<file path="config.mk">
export PLATFORM = sky130hd
export DESIGN_NAME = pcr_regs
export DESIGN_NICKNAME = d
export VERILOG_FILES = /design/src/pcr_pkg.sv /design/src/pcr_regs.sv
export VERILOG_INCLUDE_DIRS = /design/src
export SDC_FILE = /design/constraint.sdc
export NUM_CORES = 1
export LEC_CHECK = 0
export BUFFER_PORTS_ARGS = -buffer_cell sky130_fd_sc_hd__buf_2
export CORE_ASPECT_RATIO = 0.75
export CORE_MARGIN = 8
export CORE_UTILIZATION = 51
export CTS_BUF_LIST = sky130_fd_sc_hd__clkbuf_4 sky130_fd_sc_hd__clkbuf_8
export DETAILED_ROUTE_END_ITERATION = 10
export GPL_TIMING_DRIVEN = 0
export PLACE_DENSITY = 0.81
export SYNTH_ARGS = -nofsm -noshare
export SYNTH_HDL_FRONTEND = slang
export SYNTH_SLANG_ARGS = --single-unit
</file>
<file path="constraint.sdc">
create_clock -name clk_sys -period 2 [get_ports clk_sys]
set_input_delay 0.2 -clock clk_sys [delete_from_list [all_inputs] [get_ports clk_sys]]
set_output_delay 0.2 -clock clk_sys [all_outputs]
set_load 0.005 [all_outputs]
</file>
<file path="src/pcr_defs.svh">
// Offsets, reset values, limits and field positions of the calibration register bank.
`ifndef PCR_DEFS_SVH
`define PCR_DEFS_SVH
// ==========================================================================
// Register indices (byte address is four times the index).
`define PCR_IDX_PRES_H    6'h0B
`define PCR_IDX_PRES_L    6'h0C
`define PCR_IDX_BASE_H    6'h0D
`define PCR_IDX_BASE_L    6'h0E
`define PCR_IDX_SCRATCH   6'h0F
`define PCR_IDX_STATUS    6'h10
`define PCR_IDX_MASK      6'h11
// ==========================================================================
// Reset values.
`define PCR_RST_PRES_H    8'h03
`define PCR_RST_PRES_L    8'hF7
`define PCR_RST_BASE_H    8'h01
`define PCR_RST_BASE_L    8'h90
`define PCR_RST_SCRATCH   8'h00
`define PCR_RST_FLAGS     1'h0
// ==========================================================================
// Permitted ranges: 750 and 1150 hPa, 350 and 1500 ppm.
`define PCR_PRES_MIN      16'h02EE
`define PCR_PRES_MAX      16'h047E
`define PCR_BASE_MIN      16'sh015E
`define PCR_BASE_MAX      16'sh05DC
// ==========================================================================
// Field positions.
`define PCR_STS_COMM_ERR  0
`define PCR_BYTE_MSB      7
`define PCR_ADR_IDX_LSB   2
`endif

</file>
<file path="src/pcr_pkg.sv">
// Types shared by the calibration register bank.
package pcr_pkg;
    // ======================================================================
    // Data types.
    typedef logic [7:0]         pcr_byte_t;
    typedef logic [15:0]        pcr_word_t;
    typedef logic signed [15:0] pcr_sword_t;
    typedef logic [5:0]         pcr_idx_t;
endpackage : pcr_pkg

</file>
<file path="src/pcr_regs.sv">
// Pressure compensation, baseline reference and scratch registers on a Wishbone slave.
//
// Design decision made here: register access over Wishbone.
`timescale 1ns/1ps
`include "pcr_defs.svh"

module pcr_regs (
    // System.
    input  wire logic              clk_sys,
    input  wire logic              rst_n,
    // Wishbone classic slave.
    input  wire logic              wb_cyc_i,
    input  wire logic              wb_stb_i,
    input  wire logic              wb_we_i,
    input  wire logic [7:0]        wb_adr_i,
    input  wire logic [3:0]        wb_sel_i,
    input  wire logic [31:0]       wb_dat_i,
    output      logic [31:0]       wb_dat_o,
    output      logic              wb_ack_o,
    // Values used by the measurement logic.
    output      pcr_pkg::pcr_word_t  pres_shadow,
    output      logic                pres_comp_active,
    output      pcr_pkg::pcr_sword_t baseline_ref,
    // Interrupt.
    output      logic              irq
);

    // ======================================================================
    // Bus decode.
    logic                ack_ff;
    logic [31:0]         rdat_ff;
    logic                acc;
    logic                wr;
    pcr_pkg::pcr_idx_t   idx;
    pcr_pkg::pcr_byte_t  wbyte;

    assign acc   = wb_cyc_i & wb_stb_i & ~ack_ff;
    assign wr    = acc & wb_we_i & wb_sel_i[0];
    assign idx   = wb_adr_i[7:`PCR_ADR_IDX_LSB];
    assign wbyte = wb_dat_i[`PCR_BYTE_MSB:0];

    // ======================================================================
    // Register state.
    pcr_pkg::pcr_byte_t  pres_h_ff;
    pcr_pkg::pcr_byte_t  pres_l_ff;
    pcr_pkg::pcr_byte_t  base_h_ff;
    pcr_pkg::pcr_byte_t  base_l_ff;
    pcr_pkg::pcr_byte_t  scratch_ff;
    pcr_pkg::pcr_word_t  shadow_ff;
    logic                active_ff;
    logic                err_ff;
    logic                mask_ff;
    logic                irq_ff;

    // ======================================================================
    // Range checks on the value as it would be written.
    pcr_pkg::pcr_word_t  pres_new;
    pcr_pkg::pcr_word_t  pres_clamp;
    pcr_pkg::pcr_sword_t base_new;
    pcr_pkg::pcr_sword_t base_clamp;
    logic                pres_bad;
    logic                base_bad;
    logic                pres_wr_l;
    logic                base_wr_l;
    logic                nxt_err;

    assign pres_new = {pres_h_ff, wbyte};
    assign base_new = $signed({base_h_ff, wbyte});

    always_comb begin
        pres_clamp = pres_new;
        pres_bad   = 1'b0;
        if (pres_new < `PCR_PRES_MIN) begin
            pres_clamp = `PCR_PRES_MIN;
            pres_bad   = 1'b1;
        end
        else if (pres_new > `PCR_PRES_MAX) begin
            pres_clamp = `PCR_PRES_MAX;
            pres_bad   = 1'b1;
        end
    end

    always_comb begin
        base_clamp = base_new;
        base_bad   = 1'b0;
        if (base_new < `PCR_BASE_MIN) begin
            base_clamp = `PCR_BASE_MIN;
            base_bad   = 1'b1;
        end
        else if (base_new > `PCR_BASE_MAX) begin
            base_clamp = `PCR_BASE_MAX;
            base_bad   = 1'b1;
        end
    end

    assign pres_wr_l = wr && idx == `PCR_IDX_PRES_L;
    assign base_wr_l = wr && idx == `PCR_IDX_BASE_L;

    // ======================================================================
    // Pressure bytes and shadow.
    // Checking only on the low byte lets the host pass through an out-of-range
    // intermediate value while the high byte alone is being changed.
    always_ff @(posedge clk_sys) begin
        if (!rst_n) begin
            pres_h_ff <= `PCR_RST_PRES_H;
            pres_l_ff <= `PCR_RST_PRES_L;
            shadow_ff <= {`PCR_RST_PRES_H, `PCR_RST_PRES_L};
        end else if (pres_wr_l) begin
            pres_h_ff <= pres_clamp[15:8];
            pres_l_ff <= pres_clamp[7:0];
            shadow_ff <= pres_clamp;
        end else if (wr && idx == `PCR_IDX_PRES_H) begin
            pres_h_ff <= wbyte;
        end
    end

    always_ff @(posedge clk_sys) begin
        if (!rst_n) begin
            active_ff <= 1'b0;
        end else if (pres_wr_l) begin
            active_ff <= 1'b1;
        end
    end

    // ======================================================================
    // Baseline reference bytes.
    always_ff @(posedge clk_sys) begin
        if (!rst_n) begin
            base_h_ff <= `PCR_RST_BASE_H;
            base_l_ff <= `PCR_RST_BASE_L;
        end else if (base_wr_l) begin
            base_h_ff <= base_clamp[15:8];
            base_l_ff <= base_clamp[7:0];
        end else if (wr && idx == `PCR_IDX_BASE_H) begin
            base_h_ff <= wbyte;
        end
    end

    // ======================================================================
    // Scratch byte.
    // Storage only, read back.
    always_ff @(posedge clk_sys) begin
        if (!rst_n) begin
            scratch_ff <= `PCR_RST_SCRATCH;
        end else if (wr && idx == `PCR_IDX_SCRATCH) begin
            scratch_ff <= wbyte;
        end
    end

    // ======================================================================
    // Status, mask and interrupt.
    always_comb begin
        nxt_err = err_ff;
        if (wr && idx == `PCR_IDX_STATUS && wbyte[`PCR_STS_COMM_ERR]) begin
            nxt_err = 1'b0;
        end
        // Set error on clamp, set wins.
        if ((pres_wr_l && pres_bad) || (base_wr_l && base_bad)) begin
            nxt_err = 1'b1;
        end
    end

    always_ff @(posedge clk_sys) begin
        if (!rst_n) begin
            err_ff <= `PCR_RST_FLAGS;
        end else begin
            err_ff <= nxt_err;
        end
    end

    always_ff @(posedge clk_sys) begin
        if (!rst_n) begin
            mask_ff <= `PCR_RST_FLAGS;
        end else if (wr && idx == `PCR_IDX_MASK) begin
            mask_ff <= wbyte[`PCR_STS_COMM_ERR];
        end
    end

    always_ff @(posedge clk_sys) begin
        if (!rst_n) begin
            irq_ff <= 1'b0;
        end else begin
            irq_ff <= err_ff & mask_ff;
        end
    end

    // ======================================================================
    // Bus answer: one wait state, unmapped reads give zero.
    always_ff @(posedge clk_sys) begin
        if (!rst_n) begin
            ack_ff <= 1'b0;
        end else begin
            ack_ff <= acc;
        end
    end

    always_ff @(posedge clk_sys) begin
        if (!rst_n) begin
            rdat_ff <= 32'h0;
        end else if (acc) begin
            rdat_ff <= 32'h0;
            unique case (idx)
                `PCR_IDX_PRES_H:  rdat_ff[7:0] <= pres_h_ff;
                `PCR_IDX_PRES_L:  rdat_ff[7:0] <= pres_l_ff;
                `PCR_IDX_BASE_H:  rdat_ff[7:0] <= base_h_ff;
                `PCR_IDX_BASE_L:  rdat_ff[7:0] <= base_l_ff;
                `PCR_IDX_SCRATCH: rdat_ff[7:0] <= scratch_ff;
                `PCR_IDX_STATUS:  rdat_ff[`PCR_STS_COMM_ERR] <= err_ff;
                `PCR_IDX_MASK:    rdat_ff[`PCR_STS_COMM_ERR] <= mask_ff;
                default:          rdat_ff <= 32'h0;
            endcase
        end
    end

    assign wb_dat_o           = rdat_ff;
    assign wb_ack_o           = ack_ff;
    assign pres_shadow      = shadow_ff;
    assign pres_comp_active = active_ff;
    assign baseline_ref     = $signed({base_h_ff, base_l_ff});
    assign irq              = irq_ff;
endmodule : pcr_regs

</file>
==> reports/metrics.csv, run 1 <==
stage,metric,value,unit
run_status,status,"finished, final reports clean",
clock_network,cts_sinks,61,
layout,fill_cells,509,
timing,hold_slack,0.168,ns
clock_network,clk_pin_slew,0.08,ns
synthesis,ys.flop_type,dfxtp_1,
synthesis,yosysTopAreaCell,dfxtp_1,
synthesis,synth_top_cells_by_count,"dfxtp_1 (61), nor2_1 (40), nand2_1 (30), buf_4 (24), a21oi_1 (18)",
placement,dp_cells,495,
timing,rsz0062_at_grt,false,
global_routing,gr-usage-all-layers,20.7,%
floorplanning,die_h,82.6,um
floorplanning,rows,24,
timing,drv_slew,0,
placement,place_ws,0.109,ns
route,viasPerCell,5.79,
power_and_ir_drop,pwr-share-clk,45.7,%
global_routing,antenna_found_initial,0,
synthesis,synthTopCellsByArea,"dfxtp_1 (40%), buf_4 (6.0%), mux4_2 (5.2%), nor2_1 (5.0%), nand2_1 (3.7%)",
min_path,min-delay-start,wb_dat_i[3],
synthesis,mappedNetlistArea,3020,um^2
layout,antenna_cells,0,
power_and_ir_drop,p_leak,1.66,nW
timing,clock.fmax,0.535,GHz
route,drt-pass1-iter-count,5,
route,first_iter_violations,281,
worst_setup_path,cp_max_fo,10,
floorplanning,ios,116,
clock_network,cts-htree-levels,3,
synthesis,synthDistinctLibCells,57,
layout,drive_above_1_share,30.5,%
route,drtAntennaViolNets,0,
layout,fin_cells,511,
floorplanning,die_area,8660,um^2
power_and_ir_drop,ir_drop,0.000624,V
timing,setup_viol,0,
timing,setup_slack,0.131,ns
min_path,hold_path_class,in2reg,
synthesis,netlist_instances,337,
power_and_ir_drop,swShare,24.3,%
timing,fin_tns_setup,0,ns
power_and_ir_drop,switchingPower,0.000662,W
global_routing,overflow,0,
placement,port_buffers,57,
timing,fin_crit_sh,93.4,%
clock_network,cts_inserted_buffers,9,
timing,final-hold-violation-count,0,
synthesis,yosysMostFrequentCell,dfxtp_1,
global_routing,grt_pass1_wl,14100,um
layout,nets,477,
power_and_ir_drop,seq_power_share,45.3,%
synthesis,yosysWarnings,0,
worst_setup_path,worst-r2r-cell-count,5,
worst_setup_path,critPathArrivalTime,2.15,ns
worst_setup_path,worst-r2r-setup-slack,0.13,ns
route,wl_per_cell,17.6,um
placement,dp_hpwl,6670,um
clock_network,clk-insertion-delay-late,0.36,ns
worst_setup_path,r2r_end,pres_h_ff[2],
route,vias,2959,
synthesis,syn_area_per_cell,8.96,um^2
worst_setup_path,required,2.28,ns
timing,worstMarginPinSlew,0.996,ns
synthesis,synth-async-reset-ratio,0,%
synthesis,ys_seq_area_share,40.4,%
clock_network,root_buffer,clkbuf_8,
synthesis,ys_seq_elements,61,
timing,max_slew_margin,33.0,%
synthesis,synthDominantCellAreaShare,40.4,%
floorplanning,start_util,52.4,%
worst_setup_path,reg2reg_from,wb_ack_o,
clock_network,clockBufferDepth,2,
timing,fin_crit,1.87,ns
worst_setup_path,cp-startpoint,wb_ack_o,
route,drc,0,
global_routing,grt_pass1_vias,2745,
worst_setup_path,end_kind,flop,
synthesis,synth_edf_count,0,
worst_setup_path,worstSetupPathType,reg2reg,
worst_setup_path,crit_path_end,pres_h_ff[2],
layout,area_delta_synth_final,23.5,%
clock_network,postCtsHoldBufs,0,
route,wl,8980,um
power_and_ir_drop,power.internal,0.00206,W
placement,place_congestion,0.912,
floorplanning,die_w,105,um
global_routing,grt_max_degree,12,
timing,fin_skew,0.0100,ns
worst_setup_path,startpoint_type,flop,
run,cap_viol_max_count,0,
power_and_ir_drop,power.density,730,nW/um^2
floorplanning,coreArea,5770,um^2
clock_network,cts_tree,built,
power_and_ir_drop,comb_power_share,9.1,%
state kept, by name (all words and copies together) (netlist names):
name and count:
base_h_ff 8, base_l_ff 8, err_ff 1, irq 1, mask_ff 1, pres_comp_active 1, pres_h_ff 8, pres_l_ff 7
pres_shadow 9, scratch_ff 8, wb_ack_o 1, wb_dat_o 8
worst min-delay path by stage:
stage          depth (start not counted)              to
2_1_floorplan                          2    pres_h_ff[3]
3_3_place_gp                           1  pres_shadow[9]
3_5_place_dp                           1  pres_shadow[9]
4_1_cts                                3    pres_h_ff[3]
5_1_grt                                3    pres_h_ff[3]
6_report                               3    pres_h_ff[3]
through the flow:
step / utilization [%] / instance area [um^2] / total power (W)
2_1_floorplan: - / 3110 / 0.00142
3_3_place_gp: 60.5 / 3490 / 0.00149
3_5_place_dp: 60.5 / 3490 / 0.00150
4_1_cts: 64.4 / 3710 / 0.00271
5_1_grt: 64.6 / 3730 / 0.00281
6_report: 64.6 / 3730 / 0.00272
critical path, stage by stage (launching register included):
cell and delay, ns:
dfxtp_1 0.32, nand3b_4 0.17, buf_6 0.15, nor4_1 0.86, nand2_1 0.11, a31oi_1 0.18
power by group through the flow:
stage | sequential [W] | combinational, W | clock [W]
after detailed placement | 0.00126 | 0.000236 | 0
after global routing | 0.00123 | 0.000268 | 0.00131
after floorplan | 0.00126 | 0.000158 | 0
after global placement | 0.00126 | 0.000234 | 0
after CTS | 0.00123 | 0.000237 | 0.00125
final | 0.00123 | 0.000247 | 0.00124
final cells by class:
| class | count | area, um^2 | area share [%] |
|---|---|---|---|
| well taps | 78 | 97.6 | 2.62 |
| multi-input cells | 245 | 1580 | 42.3 |
| clock inverters | 6 | 86.3 | 2.32 |
| inverters | 5 | 18.8 | 0.504 |
| repair buffers | 57 | 285 | 7.65 |
| plain buffers | 49 | 303 | 8.12 |
| flip-flops and latches | 61 | 1220 | 32.8 |
| clock buffers | 10 | 138 | 3.69 |
per-layer routing:
layer	vias up	track usage [%]	wire [um]
met2	197	33.1	4020
li1	1360	-	-
met5	-	0	0
met4	0	6.95	108
met3	14	9.38	1210
met1	1388	24.7	3650
layout by cell type (no fill, tap or decap), types with 11 or more instances in the layout:
cell / n
a21oi_1: 18
buf_2: 68
buf_4: 24
clkbuf_1: 11
conb_1: 24
dfxtp_1: 61
nand2_1: 30
nor2_1: 39
nor3_1: 13
what timing repair did:
action / in CTS / in global routing
setup buffers: 0 / 0
resized for setup: 0 / 3
setup endpoints to repair: 0 / 6
cell families after synthesis:
group,count (synthesis),synth area share (%)
AND/OR/NAND/NOR,134,23.3
AO/OA/AOI/OAI,71,17.2
flip-flops,61,40.4
buffers and inverters,54,10.7
multiplexers,16,8.25
other,1,0.124
Power figures use the tool's default switching activity.
==> run 2: changes to the inputs <==
--- a/config.mk
+++ b/config.mk
@@ -7,9 +7,11 @@
 export NUM_CORES = 1
 export LEC_CHECK = 0
 export BUFFER_PORTS_ARGS = -buffer_cell sky130_fd_sc_hd__buf_2
+export CELL_PAD_IN_SITES_DETAIL_PLACEMENT = 0
+export CELL_PAD_IN_SITES_GLOBAL_PLACEMENT = 1
 export CORE_ASPECT_RATIO = 0.75
 export CORE_MARGIN = 8
-export CORE_UTILIZATION = 51
+export CORE_UTILIZATION = 37
 export CTS_BUF_LIST = sky130_fd_sc_hd__clkbuf_4 sky130_fd_sc_hd__clkbuf_8
 export DETAILED_ROUTE_END_ITERATION = 10
 export GPL_TIMING_DRIVEN = 0
==> reports/metrics.csv, run 2 (synthesis gave the netlist of run 1 again) <==
stage,metric,value,unit
clock_network,root_buffer,clkbuf_8,
timing,fin_tns_setup,0,ns
global_routing,grt_pass1_vias,2874,
timing,fin_crit_sh,91.7,%
floorplanning,die_w,120,um
timing,rsz0062_at_grt,false,
placement,dp_cells,522,
worst_setup_path,required,2.21,ns
layout,multi_input_area,1580,um^2
timing,setup_slack,0.167,ns
global_routing,grt_max_degree,11,
worst_setup_path,worstSetupPathType,reg2reg,
timing,final-hold-violation-count,0,
route,wl_met2,4270,um
worst_setup_path,end_kind,flop,
global_routing,gr-usage-all-layers,17.3,%
clock_network,postCtsHoldBufs,0,
floorplanning,ios,116,
power_and_ir_drop,fin_total_pwr,0.00276,W
route,met1_length,4370,um
route,topRoutingLayerUsed,met4,
floorplanning,coreArea,7920,um^2
placement,dp_hpwl,7190,um
timing,setup_viol,0,
timing,clock.fmax,0.546,GHz
clock_network,clk_pin_slew,0.07,ns
worst_setup_path,reg2reg_from,base_h_ff[7],
route,first_iter_violations,267,
power_and_ir_drop,ir_drop,0.000342,V
clock_network,clk-insertion-delay-late,0.35,ns
global_routing,overflow,0,
timing,fin_crit,1.83,ns
layout,nets,477,
power_and_ir_drop,power.density,732,nW/um^2
layout,fill_cells,807,
floorplanning,die_h,94.2,um
global_routing,antenna_found_initial,0,
clock_network,clockBufferDepth,2,
route,drtAntennaViolNets,0,
layout,antenna_cells,0,
run,cap_viol_max_count,0,
timing,max_slew_margin,52.5,%
route,drt-pass1-iter-count,5,
route,dr_wl_met3,1000,um
floorplanning,start_util,38.1,%
floorplanning,rows,28,
timing,worstMarginPinSlew,0.703,ns
power_and_ir_drop,p_leak,1.67,nW
layout,layout.cells.most_common,buf_2,
route,viasPerCell,5.37,
clock_network,cts_tree,built,
layout,final_cell_mix,"buf_2 (68), dfxtp_1 (61), nor2_1 (39)",
clock_network,cts_sinks,61,
clock_network,cts-htree-levels,3,
min_path,hold_path_class,in2reg,
timing,fin_skew,0.0106,ns
placement,place_area,3520,um^2
worst_setup_path,cp_max_fo,9,
floorplanning,die_area,11300,um^2
layout,area_delta_synth_final,24.9,%
layout,seqCellArea,1220,um^2
global_routing,grt_pass1_wl,15200,um
route,drc,0,
layout,final_cell_area,3770,um^2
run_status,status,"finished, final reports clean",
worst_setup_path,startpoint_type,flop,
route,wl,9760,um
placement,place_ws,-0.0263,ns
placement,port_buffers,57,
layout,fin_cells,538,
timing,drv_slew,0,
min_path,min-delay-start,wb_dat_i[3],
route,vias,2888,
placement,place_congestion,0.848,
worst_setup_path,critPathArrivalTime,2.04,ns
clock_network,cts_inserted_buffers,9,
worst_setup_path,cp-startpoint,base_h_ff[7],
layout,drive_above_1_share,30.7,%
layout,largest_reg_flops,9,
route,wl_per_cell,18.1,um
==> run 2: final timing paths <==
| kind | end | slack, ns | cells past startpoint |
|---|---|---|---|
| min | pres_h_ff[3] | 0.16 | 3 |
| max | base_h_ff[0] | 0.17 | 4 |
| max reg2reg | base_h_ff[0] | 0.17 | 4 |
| min reg2reg | pres_shadow[9] | 0.46 | 1 |
==> run 2: routing by layer <==
| metal | track usage (%) | vias to the layer above |
|---|---|---|
| li1 | - | 1362 |
| met3 | 5.95 | 13 |
| met5 | 0 | - |
| met4 | 6.22 | 0 |
| met2 | 26.0 | 149 |
| met1 | 22.4 | 1364 |
==> run 2: worst max-delay path: stages, from the launching register on <==
cell,delay [ns]
dfxtp_1,0.44
nor4_4,0.44
nand4b_1,0.28
a21oi_4,0.39
o211ai_1,0.15
==> run 2: what timing repair did <==
action / 4_1_cts / 5_1_grt
setup endpoints to repair: 0 / 15
setup buffers: 0 / 0
resized for setup: 0 / 4
==> run 2: stage by stage <==
| step | hold slack (ns) | util (%) |
|---|---|---|
| final | 0.162 | 47.6 |
| after global routing | 0.183 | 47.6 |
| after CTS | 0.142 | 47.4 |
| after detailed placement | 0.446 | 44.5 |
| after global placement | 0.434 | 44.5 |
| after floorplan | 0.336 | - |
==> run 2: report_power, final <==
part	leakage (nW)	internal [W]	switching, W
logic	1.05	0.000101	0.000151
registers	0.493	0.00123	0.00000592
clock network	0.120	0.000780	0.000497
==> run 2: area by class of cell <==
type                       count  share of cell area, %
inverter                       5                  0.498
clock inverter                 4                   1.86
sequential                    61                   32.4
clock buffer                  12                   4.21
buffer                        49                   8.03
multi-input combinational    245                   42.0
tap                          105                   3.48
timing repair buffer          57                   7.56
==> run 3: changes to the inputs <==
--- a/config.mk
+++ b/config.mk
@@ -6,7 +6,7 @@
 export SDC_FILE = /design/constraint.sdc
 export NUM_CORES = 1
 export LEC_CHECK = 0
-export BUFFER_PORTS_ARGS = -buffer_cell sky130_fd_sc_hd__buf_2
+export BUFFER_PORTS_ARGS = -buffer_cell sky130_fd_sc_hd__clkbuf_2
 export CELL_PAD_IN_SITES_DETAIL_PLACEMENT = 0
 export CELL_PAD_IN_SITES_GLOBAL_PLACEMENT = 1
 export CORE_ASPECT_RATIO = 0.75
==> reports/metrics.csv, run 3 (synthesis gave the netlist of run 1 again) <==
stage,metric,value,unit
worst_setup_path,cp_max_fo,9,
route,drt-pass1-iter-count,5,
clock_network,cts-htree-levels,3,
layout,nets,477,
placement,port_buffers,57,
floorplanning,start_util,38.1,%
power_and_ir_drop,ir_drop,0.000394,V
timing,drv_slew,0,
global_routing,gr-usage-all-layers,17.3,%
route,drc,0,
global_routing,grt_pass1_wl,15200,um
route,viasPerCell,5.29,
clock_network,clk-insertion-delay-late,0.36,ns
power_and_ir_drop,p_leak,1.66,nW
run_status,status,"finished, final reports clean",
layout,final_core_util,47.7,%
run,cap_viol_max_count,0,
layout,antenna_cells,0,
timing,setup_viol,0,
timing,fin_crit,1.92,ns
global_routing,antenna_found_initial,0,
layout,area_delta_synth_final,25.1,%
clock_network,cts_sinks,61,
min_path,hold_path_class,in2reg,
worst_setup_path,critPathArrivalTime,2.12,ns
worst_setup_path,required,2.20,ns
worst_setup_path,worst-r2r-setup-slack,0.08,ns
placement,place_area,3520,um^2
power_and_ir_drop,fin_total_pwr,0.00283,W
timing,max_slew_margin,51.7,%
timing,final-hold-violation-count,0,
power_and_ir_drop,power.density,749,nW/um^2
global_routing,grt_pass1_vias,2828,
worst_setup_path,crit_buf_inv,0,
worst_setup_path,startpoint_type,flop,
floorplanning,rows,28,
worst_setup_path,critPathMaxStageDelay,0.51,ns
placement,place_congestion,0.858,
clock_network,clk_pin_slew,0.07,ns
timing,fin_skew,0.00960,ns
global_routing,overflow,0,
timing,worstMarginPinSlew,0.714,ns
layout,final_cell_area,3780,um^2
worst_setup_path,path_cells,"nor4_4, nand4b_1, a21oi_2, o211ai_1",
clock_network,clockBufferDepth,2,
clock_network,postCtsHoldBufs,0,
route,first_iter_violations,295,
route,vias,2844,
timing,fin_tns_setup,0,ns
layout,layout.cells.most_common,dfxtp_1,
route,drtAntennaViolNets,0,
clock_network,cts_tree,built,
floorplanning,coreArea,7920,um^2
floorplanning,die_w,120,um
route,wl_per_cell,18.0,um
worst_setup_path,end_kind,flop,
floorplanning,die_area,11300,um^2
clock_network,root_buffer,clkbuf_8,
layout,fin_cells,538,
placement,dp_hpwl,7190,um
worst_setup_path,worstSetupPathType,reg2reg,
worst_setup_path,crit_slowest_cell,a21oi_2,
floorplanning,die_h,94.2,um
timing,fin_crit_sh,95.9,%
global_routing,grt_max_degree,11,
layout,final_cell_mix,"dfxtp_1 (61), clkbuf_2 (57), nor2_1 (40)",
layout,drive_above_1_share,30.5,%
route,wl,9660,um
clock_network,cts_inserted_buffers,9,
timing,clock.fmax,0.521,GHz
worst_setup_path,cp_top_family,compound AO/OA/AOI/OAI gates,
placement,dp_cells,522,
layout,largest_reg_flops,9,
floorplanning,ios,116,
run 3: metal layers:
layer / global-route usage (%) / vias to the layer above / part of all wire [%]
met3: 6.37 / 13 / 9.4
met2: 25.4 / 131 / 43
met1: 22.9 / 1334 / 46
li1: - / 1366 / -
met4: 5.91 / 0 / 1.3
met5: 0 / - / 0
run 3: where the power goes:
group          internal (W)  leakage (nW)  total, W  switching, W
logic             0.0000999          1.05  0.000250      0.000150
registers           0.00123         0.493   0.00123    0.00000630
clock network      0.000836         0.126   0.00135      0.000511
total               0.00216          1.66   0.00283      0.000668
run 3: final cells by class:
| class | instances | area (um^2) |
|---|---|---|
| buffer | 49 | 303 |
| timing repair buffer | 57 | 285 |
| sequential | 61 | 1220 |
| fill | 800 | 4140 |
| clock buffer | 13 | 179 |
| multi-input combinational | 245 | 1570 |
| clock inverter | 3 | 65.1 |
| inverter | 5 | 18.8 |
| tap | 105 | 131 |
run 3: metrics by stage:
stage	hold WS, ns	setup slack [ns]
finish	0.180	0.0811
detailed placement	0.450	0.0214
CTS	0.155	0.0408
floorplan	0.336	0.374
global placement	0.442	0.0505
global route	0.190	-0.00675
run 3: path summary, 6_finish.rpt:
check        depth (start not counted)        endpoint      startpoint
max reg2reg                          4    base_h_ff[0]    base_h_ff[7]
max                                  4    base_h_ff[0]    base_h_ff[7]
min reg2reg                          1  pres_shadow[9]  pres_shadow[9]
min                                  3    pres_h_ff[3]     wb_dat_i[3]
run 3: worst reg2reg max path, cell delays in order (launching register included):
cell	delay, ns
dfxtp_1	0.43
nor4_4	0.42
nand4b_1	0.23
a21oi_2	0.51
o211ai_1	0.17
run 3: repair_timing:
action / in CTS / in global routing
setup endpoints to repair: 0 / 8
buffers inserted: 0 / 0
gates resized for setup: 0 / 2
hold endpoints to repair: 0 / 0
